### src/asy_defines.svh
// Offsets, field positions, reset values and timing counts of the serial core
`ifndef ASY_DEFINES_SVH
`define ASY_DEFINES_SVH

`define ASY_OFF_BAUD_HI 3'h0
`define ASY_OFF_BAUD_LO 3'h1
`define ASY_OFF_CTRL1 3'h2
`define ASY_OFF_CTRL2 3'h3
`define ASY_OFF_STAT1 3'h4
`define ASY_OFF_CTRL3 3'h5
`define ASY_OFF_DATA 3'h7

`define ASY_C1_NINE 0
`define ASY_C1_LBRK 1
`define ASY_C1_TX_LEVEL_INVERT 2
`define ASY_C1_RX_LEVEL_INVERT 3
`define ASY_C2_BRK 0
`define ASY_C2_RXON 2
`define ASY_C2_TXON 3
`define ASY_C3_T8 6
`define ASY_C3_R8 7
`define ASY_S1_TX_BUFFER_EMPTY 7
`define ASY_S1_TC 6
`define ASY_S1_RX_BUFFER_FULL 5
`define ASY_S1_OR 3
`define ASY_S1_NF 2
`define ASY_S1_FE 1

`define ASY_BAUD_RST 13'h000a

`define ASY_LEN_8 4'ha
`define ASY_LEN_9 4'hb
`define ASY_LEN_LONG_BREAK_SELECT 4'hd
`define ASY_LEN_BRK14 4'he

`define ASY_RT1 5'h01
`define ASY_RT3 5'h03
`define ASY_RT5 5'h05
`define ASY_RT7 5'h07
`define ASY_RT8 5'h08
`define ASY_RT9 5'h09
`define ASY_RT10 5'h0a
`define ASY_RT16 5'h10
`define ASY_SUB_LAST 4'hf

`endif

### src/asy_pkg.sv
// Types shared by the serial core
`default_nettype none
package asy_pkg;
    typedef enum logic [1:0] {RX_HUNT, RX_START, RX_BITS} asy_rx_state_t;
endpackage
`default_nettype wire

### src/asy_core.sv
// Asynchronous serial transmitter and receiver with register port
`default_nettype none
`include "asy_defines.svh"

// Notes on behaviour
// - Baud generator runs from the link clock, which is CLK_SYS here.
// - Output idles high; transmit invert flips every transmitted level.
// - Enabling the transmitter queues one idle frame, then waits for data.
// - Shifter holds 10 bits in eight-bit mode, 11 in nine-bit mode.
// - Free shifter takes waiting character on a bit tick; buffer-empty then sets.
// - Nothing waiting after a stop bit: set done flag, idle high.
// - Clearing transmit enable keeps the pin until the frame being shifted and any queued idle or break end; a waiting character is not sent.
// - Break request written 1 then 0 queues one all-zero break frame.
// - Break request still 1 when a break loads queues another one.
// - Break lasts 10, 11, 13 or 14 bit times by long-break and nine-bit.
// - Transmit enable written 0 then 1 queues one idle frame.
// - Receive invert flips input level; receive enable activates the receiver.
// - Frame: start 0, eight or nine data bits LSB first, stop 1.
// - Received character goes to empty buffer; full buffer gives overrun, data lost.
// - Sampling at 16x baud; falling edge is a 0 after three 1s.
// - Start accepted only if two of phases 3, 5, 7 read 0.
// - Bits decided by majority at phases 8, 9, 10; start stays 0.
// - Any sample disagreeing with its bit sets noise on transfer.
// - Edges keep being searched during reception and realign the phase.
// - Framing error on a non-break preloads three 1s into edge history.
// - While framing error flag is set, no character enters the buffer.
// - Receive-full clears by a two-step software access, never by write.
// - The two steps are status read with flag 1, then data read.
module asy_core
    import asy_pkg::*;
#(
    parameter int BAUD_W = 13
) (
    input wire logic CLK_SYS,
    input wire logic RST,
    input wire logic [2:0] ADDR,
    input wire logic [7:0] WDATA,
    input wire logic WR,
    input wire logic RD,
    output logic [7:0] RDATA,
    input wire logic RXD_IN,
    output logic TXD_OUT,
    output logic TXD_OE_N
);
    logic [BAUD_W-1:0] div_r, cnt_r;
    logic [3:0] sub_r;
    logic nine_r, lbrk_r, tx_level_invert_r, rx_level_invert_r, tx_on_r, rx_on_r, brk_req_r, t8_r;
    logic [8:0] tx_buf_r;
    logic tx_full_r, tc_r, pend_idle_r, pend_brk_r;
    logic [13:0] shift_r;
    logic [3:0] left_r;
    asy_rx_state_t rx_st_r;
    logic [2:0] hist_r;
    logic [4:0] phase_r;
    logic [3:0] bitn_r;
    logic [1:0] smp_r;
    logic [8:0] rsh_r, rx_buf_r;
    logic noise_r, rx_buffer_full_r, or_r, nf_r, fe_r, arm_r;
    logic [7:0] rdata_r;

    // Register decode
    wire wr_hi = WR && ADDR == `ASY_OFF_BAUD_HI;
    wire wr_lo = WR && ADDR == `ASY_OFF_BAUD_LO;
    wire wr_c1 = WR && ADDR == `ASY_OFF_CTRL1;
    wire wr_c2 = WR && ADDR == `ASY_OFF_CTRL2;
    wire wr_c3 = WR && ADDR == `ASY_OFF_CTRL3;
    wire wr_data = WR && ADDR == `ASY_OFF_DATA;
    wire rd_stat = RD && ADDR == `ASY_OFF_STAT1;
    wire rd_data = RD && ADDR == `ASY_OFF_DATA;

    // Baud generation
    wire sample_tick = (div_r != '0) && (cnt_r <= BAUD_W'(1));
    wire bit_tick = sample_tick && sub_r == `ASY_SUB_LAST;

    // Transmitter
    wire [3:0] frame_len = nine_r ? `ASY_LEN_9 : `ASY_LEN_8;
    wire [3:0] brk_len = lbrk_r ? (nine_r ? `ASY_LEN_BRK14 : `ASY_LEN_LONG_BREAK_SELECT) : frame_len;
    wire shifter_free = bit_tick && left_r <= 4'h1;
    wire load_idle = shifter_free && pend_idle_r;
    wire load_brk = shifter_free && !pend_idle_r && pend_brk_r;
    wire load_data = shifter_free && !pend_idle_r && !pend_brk_r && tx_full_r && tx_on_r;
    wire any_load = load_idle || load_brk || load_data;
    wire frame_end = shifter_free && left_r == 4'h1 && !any_load;
    wire [13:0] data_frame = nine_r ? {4'hf, tx_buf_r, 1'b0} : {5'h1f, tx_buf_r[7:0], 1'b0};
    wire tx_on_rise = wr_c2 && !tx_on_r && WDATA[`ASY_C2_TXON];
    wire brk_fall = wr_c2 && brk_req_r && !WDATA[`ASY_C2_BRK];
    wire tx_bit = (left_r != 4'h0) ? shift_r[0] : 1'b1;

    assign TXD_OUT = tx_bit ^ tx_level_invert_r;
    assign TXD_OE_N = !(tx_on_r || left_r != 4'h0 || pend_idle_r || pend_brk_r);

    // Receiver
    wire rx_s = RXD_IN ^ rx_level_invert_r;
    wire rx_tick = sample_tick && rx_on_r;
    wire fall_edge = hist_r == 3'h7 && !rx_s;
    wire [4:0] phase_inc = (phase_r == `ASY_RT16) ? `ASY_RT1 : phase_r + 5'h01;
    wire [1:0] zeros = 2'(!smp_r[0]) + 2'(!smp_r[1]) + 2'(!rx_s);
    wire vote = (smp_r[0] & smp_r[1]) | (smp_r[0] & rx_s) | (smp_r[1] & rx_s);
    wire disagree = (smp_r[0] != vote) || (smp_r[1] != vote) || (rx_s != vote);
    wire [3:0] stop_idx = nine_r ? 4'ha : 4'h9;
    wire at_rt10 = rx_tick && rx_st_r == RX_BITS && !fall_edge && phase_r == `ASY_RT10;
    wire rx_finish = at_rt10 && bitn_r == stop_idx;
    wire [8:0] rx_char = nine_r ? rsh_r : {1'b0, rsh_r[8:1]};
    wire frame_err = !vote;
    wire is_break = frame_err && rx_char == 9'h000;
    wire rx_xfer = rx_finish && !fe_r && !rx_buffer_full_r;
    wire rx_over = rx_finish && !fe_r && rx_buffer_full_r;
    wire clr_rx = rd_data && arm_r;

    wire [7:0] stat_word = 8'({tx_full_r == 1'b0, tc_r, rx_buffer_full_r}) << `ASY_S1_RX_BUFFER_FULL
        | 8'({or_r, nf_r, fe_r}) << `ASY_S1_FE;
    wire [7:0] c1_word = 8'({rx_level_invert_r, tx_level_invert_r, lbrk_r, nine_r});
    wire [7:0] c2_word = 8'({tx_on_r, rx_on_r, 1'b0, brk_req_r});
    wire [7:0] c3_word = 8'({rx_buf_r[8], t8_r}) << `ASY_C3_T8;
    wire [15:0] div_word = 16'(div_r);
    wire [7:0] rd_mux =
        (ADDR == `ASY_OFF_BAUD_HI) ? div_word[15:8] :
        (ADDR == `ASY_OFF_BAUD_LO) ? div_word[7:0] :
        (ADDR == `ASY_OFF_CTRL1) ? c1_word :
        (ADDR == `ASY_OFF_CTRL2) ? c2_word :
        (ADDR == `ASY_OFF_STAT1) ? stat_word :
        (ADDR == `ASY_OFF_CTRL3) ? c3_word :
        (ADDR == `ASY_OFF_DATA) ? rx_buf_r[7:0] : 8'h00;
    assign RDATA = rdata_r;

    // Registers and baud counter
    always_ff @(posedge CLK_SYS) begin
        if (RST) begin
            div_r <= BAUD_W'(`ASY_BAUD_RST);
            cnt_r <= '0;
            sub_r <= 4'h0;
            {nine_r, lbrk_r, tx_level_invert_r, rx_level_invert_r} <= 4'h0;
            {tx_on_r, rx_on_r, brk_req_r, t8_r} <= 4'h0;
            rdata_r <= 8'h00;
        end else begin
            if (wr_hi) div_r <= BAUD_W'({WDATA, div_word[7:0]});
            else if (wr_lo) div_r <= BAUD_W'({div_word[15:8], WDATA});
            cnt_r <= sample_tick ? div_r : (cnt_r == '0 ? '0 : cnt_r - BAUD_W'(1));
            if (sample_tick) sub_r <= sub_r + 4'h1;
            if (wr_c1) begin
                nine_r <= WDATA[`ASY_C1_NINE];
                lbrk_r <= WDATA[`ASY_C1_LBRK];
                tx_level_invert_r <= WDATA[`ASY_C1_TX_LEVEL_INVERT];
                rx_level_invert_r <= WDATA[`ASY_C1_RX_LEVEL_INVERT];
            end
            if (wr_c2) begin
                tx_on_r <= WDATA[`ASY_C2_TXON];
                rx_on_r <= WDATA[`ASY_C2_RXON];
                brk_req_r <= WDATA[`ASY_C2_BRK];
            end
            if (wr_c3) t8_r <= WDATA[`ASY_C3_T8];
            rdata_r <= RD ? rd_mux : 8'h00;
        end
    end

    // Transmit shifter and queue
    always_ff @(posedge CLK_SYS) begin
        if (RST) begin
            tx_buf_r <= 9'h000;
            tx_full_r <= 1'b0;
            tc_r <= 1'b1;
            pend_idle_r <= 1'b0;
            pend_brk_r <= 1'b0;
            shift_r <= 14'h3fff;
            left_r <= 4'h0;
        end else begin
            if (wr_data) begin
                tx_buf_r <= {t8_r, WDATA};
                tx_full_r <= 1'b1;
                tc_r <= 1'b0;
            end else if (load_data) begin
                tx_full_r <= 1'b0;
            end
            pend_idle_r <= (pend_idle_r && !load_idle) || tx_on_rise;
            pend_brk_r <= (load_brk ? brk_req_r : pend_brk_r) || brk_fall;
            if (load_idle) begin
                shift_r <= 14'h3fff;
                left_r <= frame_len;
            end else if (load_brk) begin
                shift_r <= 14'h0000;
                left_r <= brk_len;
            end else if (load_data) begin
                shift_r <= data_frame;
                left_r <= frame_len;
            end else if (bit_tick && left_r != 4'h0) begin
                shift_r <= {1'b1, shift_r[13:1]};
                left_r <= left_r - 4'h1;
            end
            if (any_load) tc_r <= 1'b0;
            else if (frame_end) tc_r <= 1'b1;
        end
    end

    // Receive sampling, framing and shift register
    always_ff @(posedge CLK_SYS) begin
        if (RST) begin
            rx_st_r <= RX_HUNT;
            hist_r <= 3'h0;
            phase_r <= `ASY_RT1;
            bitn_r <= 4'h0;
            smp_r <= 2'h0;
            rsh_r <= 9'h000;
            noise_r <= 1'b0;
        end else if (!rx_on_r) begin
            rx_st_r <= RX_HUNT;
            hist_r <= 3'h0;
        end else if (rx_tick) begin
            hist_r <= {hist_r[1:0], rx_s};
            phase_r <= phase_inc;
            case (rx_st_r)
                RX_HUNT: begin
                    if (fall_edge) begin
                        rx_st_r <= RX_START;
                        phase_r <= `ASY_RT1 + 5'h01;
                        noise_r <= 1'b0;
                        bitn_r <= 4'h0;
                    end
                end
                RX_START: begin
                    if (phase_r == `ASY_RT3) smp_r[0] <= rx_s;
                    if (phase_r == `ASY_RT5) smp_r[1] <= rx_s;
                    if (phase_r == `ASY_RT7 && zeros < 2'h2) rx_st_r <= RX_HUNT;
                    if (phase_r == `ASY_RT7 && zeros != 2'h3 && zeros >= 2'h2) noise_r <= 1'b1;
                    if ((phase_r == `ASY_RT8 || phase_r == `ASY_RT9 || phase_r == `ASY_RT10) && rx_s)
                        noise_r <= 1'b1;
                    if (phase_r == `ASY_RT16) begin
                        rx_st_r <= RX_BITS;
                        bitn_r <= 4'h1;
                    end
                end
                RX_BITS: begin
                    if (fall_edge) begin
                        phase_r <= `ASY_RT1 + 5'h01;
                        // An early edge skips the phase-16 step, so count the bit here
                        if (phase_r > `ASY_RT10) bitn_r <= bitn_r + 4'h1;
                    end else begin
                        if (phase_r == `ASY_RT8) smp_r[0] <= rx_s;
                        if (phase_r == `ASY_RT9) smp_r[1] <= rx_s;
                        if (phase_r == `ASY_RT10) begin
                            if (disagree) noise_r <= 1'b1;
                            if (bitn_r == stop_idx) begin
                                rx_st_r <= RX_HUNT;
                                if (frame_err && !is_break) hist_r <= 3'h7;
                            end else begin
                                rsh_r <= {vote, rsh_r[8:1]};
                            end
                        end
                        if (phase_r == `ASY_RT16) bitn_r <= bitn_r + 4'h1;
                    end
                end
                default: rx_st_r <= RX_HUNT;
            endcase
        end
    end

    // Receive buffer and flags; a new character wins over the clearing read
    always_ff @(posedge CLK_SYS) begin
        if (RST) begin
            rx_buf_r <= 9'h000;
            rx_buffer_full_r <= 1'b0;
            or_r <= 1'b0;
            nf_r <= 1'b0;
            fe_r <= 1'b0;
            arm_r <= 1'b0;
        end else begin
            if (rd_stat && rx_buffer_full_r) arm_r <= 1'b1;
            else if (rd_data) arm_r <= 1'b0;
            if (rx_xfer) begin
                rx_buf_r <= rx_char;
                rx_buffer_full_r <= 1'b1;
                nf_r <= noise_r || disagree;
                fe_r <= frame_err;
            end else if (clr_rx) begin
                rx_buffer_full_r <= 1'b0;
                nf_r <= 1'b0;
                fe_r <= 1'b0;
            end
            if (rx_over) or_r <= 1'b1;
            else if (clr_rx) or_r <= 1'b0;
        end
    end
endmodule
`default_nettype wire

### config.mk
export PLATFORM = sky130hd
export DESIGN_NAME = asy_core
export DESIGN_NICKNAME = d
export VERILOG_FILES = /design/src/asy_pkg.sv /design/src/asy_core.sv
export VERILOG_INCLUDE_DIRS = /design/src
export SDC_FILE = /design/constraint.sdc
export NUM_CORES = 1
export LEC_CHECK = 0
export ABC_CLOCK_PERIOD_IN_PS = 2700
export CAP_MARGIN = 10
export CORE_UTILIZATION = 50
export CTS_CLUSTER_SIZE = 28
export DETAILED_ROUTE_END_ITERATION = 12
export DONT_BUFFER_PORTS = 1
export PLACE_DENSITY_LB_ADDON = 0.3
export SYNTH_ARGS = -nofsm -noshare
export SYNTH_HDL_FRONTEND = slang
export SYNTH_SLANG_ARGS = --single-unit
export TNS_END_PERCENT = 10
### constraint.sdc
create_clock -name CLK_SYS -period 2.7 [get_ports CLK_SYS]
set_input_delay 0.54 -clock CLK_SYS [delete_from_list [all_inputs] [get_ports CLK_SYS]]
set_output_delay 0.54 -clock CLK_SYS [all_outputs]
set_load 0.005 [all_outputs]
==> results of run 1 <==
-- sequential cells by signal, summed over array words and instances, names as in the netlist, 2 cells and up --
register  cells
phase_r       5
cnt_r        13
tx_buf_r      9
rx_st_r       2
RDATA         8
smp_r         2
left_r        4
shift_r      14
bitn_r        4
hist_r        3
div_r        13
rsh_r         9
sub_r         4
rx_buf_r      9
-- worst max-delay path, cell delays in order (launching register included) --
cell     delay [ps]
dfxtp_1         370
ha_1            180
nand3_1         180
or4_1           560
nor3_2          320
o21ai_1         340
a221o_1         450
-- cell usage after synthesis (13+ instances only) --
cell,instances,area [um^2]
nor3_1,13,65.1
mux2i_1,41,410
inv_1,19,71.3
nand3_1,15,75.1
dfxtp_1,117,2340
nand2_1,52,195
nor2_1,95,357
a21oi_1,48,240
a22oi_1,29,218
clkbuf_1,24,90.1
ha_1,18,225
-- layout make-up --
cell class | instances | share of cell area, %
clock inverter | 12 | 2.01
tap | 143 | 2.74
multi-input combinational | 490 | 49.9
sequential | 117 | 35.9
clock buffer | 20 | 6.84
timing repair buffer | 13 | 1.49
inverter | 20 | 1.15
-- worst paths after layout --
path	from	end	slack [ps]
worst max-delay path	sub_r[0]	shift_r[12]	200
worst min-delay path	RST	phase_r[1]	190
worst max register to register	sub_r[0]	shift_r[12]	200
worst min register to register	tx_buf_r[0]	tx_buf_r[0]	450
-- cell usage in the layout, fill, tap and decap left out, drive strengths merged, types with 15 or more instances in the layout --
cell type / netlist / routed
mux2i: 41 / 41
dfxtp: 117 / 117
nand3: 15 / 15
nand2: 52 / 52
a22oi: 29 / 29
ha: 18 / 18
inv: 20 / 20
nor3: 15 / 15
clkbuf: 24 / 20
a21oi: 48 / 48
nor2: 95 / 95
-- power by group through the flow --
stage / sequential, mW / clock [mW] / combinational (mW)
2_1_floorplan: 1.97 / 0 / 0.983
3_3_place_gp: 1.99 / 0 / 1.17
4_1_cts: 1.96 / 2.20 / 1.21
6_report: 1.96 / 2.18 / 1.21
5_1_grt: 1.97 / 2.28 / 1.36
3_5_place_dp: 2.00 / 0 / 1.19
-- cells by family after synthesis --
group | share of synthesized area (%)
compound gates | 18.5
flops | 40.1
xor+xnor | 3.15
simple gates | 21.7
fa+ha+maj | 4.54
mux | 7.80
buf+inv | 4.16
-- stage by stage --
step | power [mW] | setup WS (ps) | cells | utilization [%]
after global routing | 5.62 | 8.70 | 815 | 57.2
after detailed placement | 3.19 | 211 | 783 | 52.1
after CTS | 5.37 | 223 | 815 | 57.2
after floorplan | 2.95 | 230 | 668 | -
after global placement | 3.16 | 305 | 783 | 52.1
final | 5.36 | 197 | 815 | 57.2
-- layer usage --
layer	global-route usage, %	vias to the layer above
met5	0	-
met4	9.90	0
met3	5.70	20
met2	39.0	131
met1	31.8	2379
li1	-	2397
==> flow_summary.json, run 1 <==
{
  "met1_length_mm": 6.38,
  "clock_path_buffers": 2,
  "die_w_um": 110,
  "final.setup.tns_ps": 0,
  "status": "completed",
  "cts.clk_slew.worst_paths_ps": 50,
  "cp_data_required_time_ps": 2990,
  "grtUsageTotal_pct": 24.4,
  "area_growth_pct": 11.9,
  "grt_pass1_wl_mm": 22.5,
  "start_kind": "flop",
  "synth.yosys.seq_area_share_pct": 40.1,
  "p_per_area_nw_per_um2": 820,
  "cts_tree": "built",
  "n_antenna_cell": 0,
  "synthFlopType": "dfxtp_1",
  "viasPerCell": 6.05,
  "final_max_slew_viol_count": 0,
  "drv_cap": 0,
  "wl_met2_mm": 6.52,
  "dieArea_um2": 12100,
  "synth_edf_count": 0,
  "p_sw_mw": 1.62,
  "wire_per_inst_um": 16.9,
  "h-tree-depth": 4,
  "drive_gt1_share_pct": 9.23,
  "fp-row-count": 39,
  "skew_ps": 6.73,
  "drt_iter0_markers": 369,
  "max_slew_margin_pct": 41.3,
  "ff_latch_area_um2": 2340,
  "core_area_um2": 11400,
  "rsz0062_at_grt": "false",
  "gp_congestion": 0.884,
  "die_h_um": 110,
  "cts_resized": 0,
  "synth_area_um2": 5840,
  "dpl_cell_area_um2": 5950,
  "grt_max_degree": 96,
  "comb_power_share_pct": 22.6,
  "max-vdd-ir-drop_mv": 0.704,
  "io_pins": 26,
  "clock_sinks": 117,
  "numCtsBuffers": 17,
  "switching_share_pct": 30.3,
  "fin_crit_sh_pct": 92.7,
  "cp_max_fo": 13,
  "routed.top_layer": "met4",
  "min_path_cells": 1,
  "finalCriticalPeriod_ps": 2500,
  "met3_wirelength_um": 681,
  "p_int_mw": 3.73,
  "power.clock.fraction_pct": 40.7,
  "synth_cell_types": 74,
  "grt_pass1_vias": 4528,
  "rr_worst_depth": 6,
  "hp-class": "input pin to flop",
  "syn_inst": 668,
  "num_vias": 4927,
  "nFillCells": 1011,
  "cp_data_arrival_time_ps": 2800,
  "grt_overflow": 0,
  "hold_viol_final": 0,
  "dpl.hpwl_mm": 9.45,
  "first_pass_iters": 5,
  "antenna_found_initial": 0,
  "power.leakage_nw": 2.40,
  "syn-mean-instance-area_um2": 8.74,
  "tightest_slew_ps": 875,
  "ctsHoldBuffers": 0,
  "io_buffers": 0,
  "fin_nets": 695,
  "initial_utilization_pct": 51.1,
  "cp-end-kind": "flop",
  "max_freq_mhz": 399,
  "crit_type": "flop to flop",
  "multi_input_area_um2": 3260,
  "final_area_um2": 6530,
  "drc_errors": 0,
  "async_flop_share_pct": 0,
  "ant_nets": 0,
  "finalSetupViolations": 0,
  "clock_latency_ps": 410,
  "p_seq_share_pct": 36.7,
  "synth-seq-cells": 117,
  "hold-worst-slack_ps": 193,
  "cts_root_buffer": "clkbuf_16",
  "yosysWarningCount": 0,
  "cts_setup_buffers": 0,
  "routed_wirelength_mm": 13.8,
  "synth_fp_nets": 704
}
Note: power is estimated with default switching activity, not from simulation.
==> run 2: changes to the inputs <==
ABC_CLOCK_PERIOD_IN_PS = 3110   (was 2700)
CELL_PAD_IN_SITES_DETAIL_PLACEMENT = 0   (was unset)
CELL_PAD_IN_SITES_GLOBAL_PLACEMENT = 1   (was unset)
clock period = 3.11 ns   (was 2.7 ns; I/O delays follow)
==> run 2 against run 1 <==
Clock power fell by 14%. Via count fell by 2.1%. Die area did not move. Worst hold slack improved by 88 ps. Setup slack improved by 320 ps. Maximum frequency fell by 3.3%. Total power fell by 14%. Highest routed layer unchanged.
==> flow_summary.json, run 2 (synthesis gave the netlist of run 1 again) <==
{
  "crit_type": "flop to flop",
  "num_vias": 4824,
  "mostFrequentLayoutCells": "dfxtp_1, nor2_1, nand2_1",
  "grt_pass1_vias": 4487,
  "hold-worst-slack_ps": 281,
  "crit_chain": "nor4_2, and2b_1, and3_1, o21ai_1, a221o_1",
  "ff_latch_area_um2": 2340,
  "r2r_slack_ps": 520,
  "dpl_cell_area_um2": 5900,
  "ant_nets": 0,
  "initial_utilization_pct": 51.1,
  "hold_start": "RST",
  "cts_resized": 0,
  "gp_congestion": 0.884,
  "tightest_slew_ps": 882,
  "drc_errors": 0,
  "wl_met2_mm": 6.46,
  "hp-class": "input pin to flop",
  "comb_power_share_pct": 22.5,
  "numCtsBuffers": 17,
  "grt_max_degree": 96,
  "p_sw_mw": 1.38,
  "wire_per_inst_um": 17.3,
  "rsz0062_at_grt": "false",
  "drt_iter0_markers": 332,
  "cts.clk_slew.worst_paths_ps": 50,
  "cp_data_arrival_time_ps": 2880,
  "finalCriticalPeriod_ps": 2590,
  "largest_reg_flops": 14,
  "r2r-start": "cnt_r[2]",
  "met3_wirelength_um": 626,
  "n_antenna_cell": 0,
  "io_buffers": 0,
  "max-vdd-ir-drop_mv": 0.847,
  "fp-row-count": 39,
  "clock_sinks": 117,
  "core_area_um2": 11400,
  "r2r_end": "shift_r[12]",
  "finalSetupViolations": 0,
  "grt_overflow": 0,
  "final_max_slew_viol_count": 0,
  "ctsHoldBuffers": 0,
  "holdPathEnd": "sub_r[0]",
  "switching_share_pct": 29.9,
  "final.setup.tns_ps": 0,
  "power.clock.fraction_pct": 40.6,
  "grt_pass1_wl_mm": 22.8,
  "clock_latency_ps": 420,
  "dieArea_um2": 12100,
  "first_pass_iters": 7,
  "status": "completed",
  "die_w_um": 110,
  "routed.top_layer": "met4",
  "drv_cap": 0,
  "hold_viol_final": 0,
  "min_path_cells": 1,
  "drive_gt1_share_pct": 7.98,
  "dpl.hpwl_mm": 9.51,
  "cpPeakStageDelay_ps": 510,
  "top_regs": "shift_r: 14 flops, cnt_r: 13 flops, div_r: 13 flops",
  "cp_max_fo": 13,
  "utilization_pct": 56.6,
  "rr_worst_depth": 5,
  "p_int_mw": 3.23,
  "clock_path_buffers": 2,
  "skew_ps": 12.4,
  "viasPerCell": 5.98,
  "dpl.cell_count": 776,
  "crit_buf_inv": 0,
  "io_pins": 26,
  "met1_length_mm": 6.75,
  "power.leakage_nw": 2.37,
  "p_seq_share_pct": 36.9,
  "cts_setup_buffers": 0,
  "cts_root_buffer": "clkbuf_16",
  "cts_tree": "built",
  "max_freq_mhz": 386,
  "area_growth_pct": 10.8,
  "top_register": "shift_r",
  "multi_input_area_um2": 3260,
  "final_area_um2": 6470,
  "max_slew_margin_pct": 40.8,
  "cp_data_required_time_ps": 3410,
  "h-tree-depth": 4,
  "cpMaxStageDelayCell": "and3_1",
  "layout_commonest_cell": "dfxtp_1",
  "p_per_area_nw_per_um2": 713,
  "fin_crit_sh_pct": 83.2,
  "final_cells": 807,
  "fin_nets": 688,
  "cp-end-kind": "flop",
  "path_delay_family": "simple AND/OR/NAND/NOR gates",
  "routed_wirelength_mm": 14.0,
  "die_h_um": 110,
  "start_kind": "flop",
  "grtUsageTotal_pct": 24.7,
  "nFillCells": 1072,
  "antenna_found_initial": 0
}
==> run 2: changes by cell type in the layout (fill, tap and decap cells not counted), sizes merged <==
cell,previous run,this run
buf,13,6
clkinvlp,4,2
clkinv,6,5
clkbuf,20,22
==> run 2: per-layer routing <==
layer  GRT usage (%)  up-vias
li1                -     2372
met1            33.7     2328
met2            37.7      111
met3            6.41       13
met4            8.10        0
met5               0        -
==> run 2: worst max-delay path by stage <==
stage	from	to	slack, ps	depth (start not counted)
floorplan	RXD_IN	noise_r	560	8
global placement	RXD_IN	noise_r	440	8
detailed placement	RXD_IN	noise_r	320	8
CTS	cnt_r[2]	rsh_r[6]	530	7
global route	cnt_r[2]	rx_buf_r[0]	290	7
finish	cnt_r[2]	shift_r[12]	520	5
==> run 2: layout make-up <==
| type | instances | area share (%) |
|---|---|---|
| flip-flops and latches | 117 | 36.2 |
| inverters | 20 | 1.16 |
| clock inverters | 9 | 1.61 |
| multi-input cells | 490 | 50.4 |
| well taps | 143 | 2.77 |
| clock buffers | 22 | 7.18 |
| repair buffers | 6 | 0.696 |
==> run 2: through the flow <==
step	worst slack (ps)	power, mW
after CTS	534	4.63
final	522	4.61
after floorplan	558	2.56
after global routing	290	4.83
after detailed placement	323	2.74
after global placement	440	2.73
==> run 2: power by group through the flow <==
| stage | sequential (mW) | combinational (mW) | clock (mW) |
|---|---|---|---|
| 5_1_grt | 1.71 | 1.15 | 1.97 |
| 4_1_cts | 1.70 | 1.03 | 1.90 |
| 3_3_place_gp | 1.73 | 1.00 | 0 |
| 2_1_floorplan | 1.71 | 0.854 | 0 |
| 6_report | 1.70 | 1.04 | 1.87 |
| 3_5_place_dp | 1.73 | 1.01 | 0 |
==> run 3: changes to the inputs <==
ABC_CLOCK_PERIOD_IN_PS = 2400   (was 3110)
CORE_UTILIZATION = 49   (was 50)
clock period = 2.4 ns   (was 3.11 ns; I/O delays follow)
==> run 3 against run 2 <==
Largest power group unchanged. Sequential share of layout area fell by 1.2 points. Total power rose by 35%. Largest cell class unchanged. Cell area rose by 3.3%. Routed wire length rose by 2.2%. Cell count rose by 1.9%. First-iteration DRC count rose by 15%. Non-clock buffer count rose by 15. Worst hold slack got worse by 140 ps. Combinational power rose by 39%. Highest routed layer unchanged. The flow now finishes with violations (design-rule violations).
==> flow_summary.json, run 3 (synthesis gave the netlist of run 1 again) <==
{
  "dieArea_um2": 12400,
  "clock_path_buffers": 2,
  "crit_chain": "nor4_4, o211a_1, nand4_2, buf_4, a2111o_1, mux2i_1, nor2_1",
  "n_antenna_cell": 0,
  "max_slew_margin_pct": 56.7,
  "cts_root_buffer": "clkbuf_16",
  "wire_per_inst_um": 17.4,
  "cpMaxStageDelayCell": "nor4_4",
  "dpl.hpwl_mm": 9.78,
  "viasPerCell": 5.93,
  "nFillCells": 1040,
  "gp_congestion": 0.858,
  "cp_data_arrival_time_ps": 2580,
  "die_h_um": 111,
  "die_w_um": 111,
  "fin_nets": 703,
  "drc_errors": 2,
  "fp-row-count": 39,
  "largest_reg_flops": 14,
  "cts.clk_slew.worst_paths_ps": 50,
  "utilization_pct": 58.0,
  "max_freq_mhz": 439,
  "cp_max_fo": 10,
  "antenna_found_initial": 0,
  "r2r-start": "cnt_r[8]",
  "drive_gt1_share_pct": 11.6,
  "grt_max_degree": 96,
  "dpl.cell_count": 790,
  "start_kind": "flop",
  "violations": "design-rule violations",
  "crit_start": "cnt_r[8]",
  "finalSetupViolations": 0,
  "p_total_mw": 6.24,
  "finalCriticalPeriod_ps": 2280,
  "final.setup.tns_ps": 0,
  "first_pass_iters": 9,
  "grt_pass1_wl_mm": 24.0,
  "r2r_end": "noise_r",
  "drv_cap": 0,
  "final_cells": 822,
  "core_area_um2": 11500,
  "cp-end-kind": "flop",
  "io_buffers": 0,
  "max-vdd-ir-drop_mv": 0.834,
  "clock_latency_ps": 410,
  "p_per_area_nw_per_um2": 934,
  "area_growth_pct": 14.5,
  "cpPeakStageDelay_ps": 440,
  "power.leakage_nw": 2.48,
  "cts_tree": "built",
  "r2r_slack_ps": 120,
  "rr_worst_depth": 7,
  "top_register": "shift_r",
  "hp-class": "input pin to flop",
  "numCtsBuffers": 17,
  "final_max_slew_viol_count": 0,
  "hold_viol_final": 0,
  "crit_end": "noise_r",
  "crit_type": "flop to flop",
  "layout_commonest_cell": "dfxtp_1",
  "ant_nets": 0,
  "io_pins": 26,
  "grtUsageTotal_pct": 24.6,
  "tightest_slew_ps": 648,
  "skew_ps": 6.14,
  "num_vias": 4877,
  "grt_pass1_vias": 4665,
  "routed_wirelength_mm": 14.3,
  "initial_utilization_pct": 50.7,
  "top_regs": "shift_r: 14 flops, cnt_r: 13 flops, div_r: 13 flops",
  "multi_input_area_um2": 3320,
  "drt_iter0_markers": 381,
  "status": "complete, but fails checks",
  "mostFrequentLayoutCells": "dfxtp_1, nor2_1, nand2_1",
  "fin_crit_sh_pct": 94.8,
  "cp_data_required_time_ps": 2710,
  "clock_sinks": 117,
  "h-tree-depth": 4,
  "rsz0062_at_grt": "true",
  "ff_latch_area_um2": 2340,
  "grt_overflow": 0
}
## run 3: cell count changes in the layout (fill, tap and decap cells not counted), sizes merged
cell,before,now
buf,6,21
bufinv,2,3
clkinvlp,2,1
## run 3: area by class of cell
type | count | area share (%)
Clock buffer | 22 | 7.09
Clock inverter | 9 | 1.89
Inverter | 20 | 1.12
Multi-Input combinational cell | 490 | 49.6
Sequential cell | 117 | 35.1
Tap cell | 143 | 2.68
Timing Repair Buffer | 21 | 2.55
## run 3: worst min path at each step
stage                      from     endpoint  slack, ps  cells after the start
floorplan           tx_buf_r[8]  tx_buf_r[8]        430                      2
global placement    tx_buf_r[8]  tx_buf_r[8]        440                      2
detailed placement  tx_buf_r[8]  tx_buf_r[8]        440                      2
CTS                         RST     sub_r[1]        120                      1
global route                RST     sub_r[3]        120                      1
finish                      RST     sub_r[3]        140                      1
## run 3: where the power goes
part	switching [mW]	total [mW]	leakage (nW)	internal [mW]
sequential	0.138	2.21	0.948	2.07
combinational	0.844	1.45	1.23	0.608
clock	0.881	2.58	0.296	1.70
total	1.86	6.24	2.48	4.38
## run 3: what timing repair did
action,4_1_cts,5_1_grt
hold buffers,0,0
resized for setup,2,9
pin swaps,0,3
setup buffers,0,1
setup endpoints to repair,14,31
## run 3: critical path, delay by kind of cell (launching register included)
kind,cells,cell delay [ps]
flip-flops,1,360
AO/OA/AOI/OAI,2,650
AND/OR/NAND/NOR,3,750
buffers and inverters,1,260
multiplexers,1,170
## run 3: metrics by stage
| stage | instance area (um^2) | setup WS (ps) | hold slack (ps) |
|---|---|---|---|
| after floorplan | 5840 | 139 | 433 |
| after global placement | 6020 | -49.9 | 436 |
| after detailed placement | 6020 | -72.2 | 438 |
| after CTS | 6640 | 7.59 | 121 |
| after global routing | 6680 | -54.9 | 120 |
| final | 6680 | 124 | 136 |
## run 3: layer usage
metal	global-route usage, %	up-vias	share of wire, %
li1	-	2405	-
met1	34.3	2326	49
met2	36.6	126	45
met3	5.90	20	4.8
met4	9.73	0	1.5
met5	0	-	0
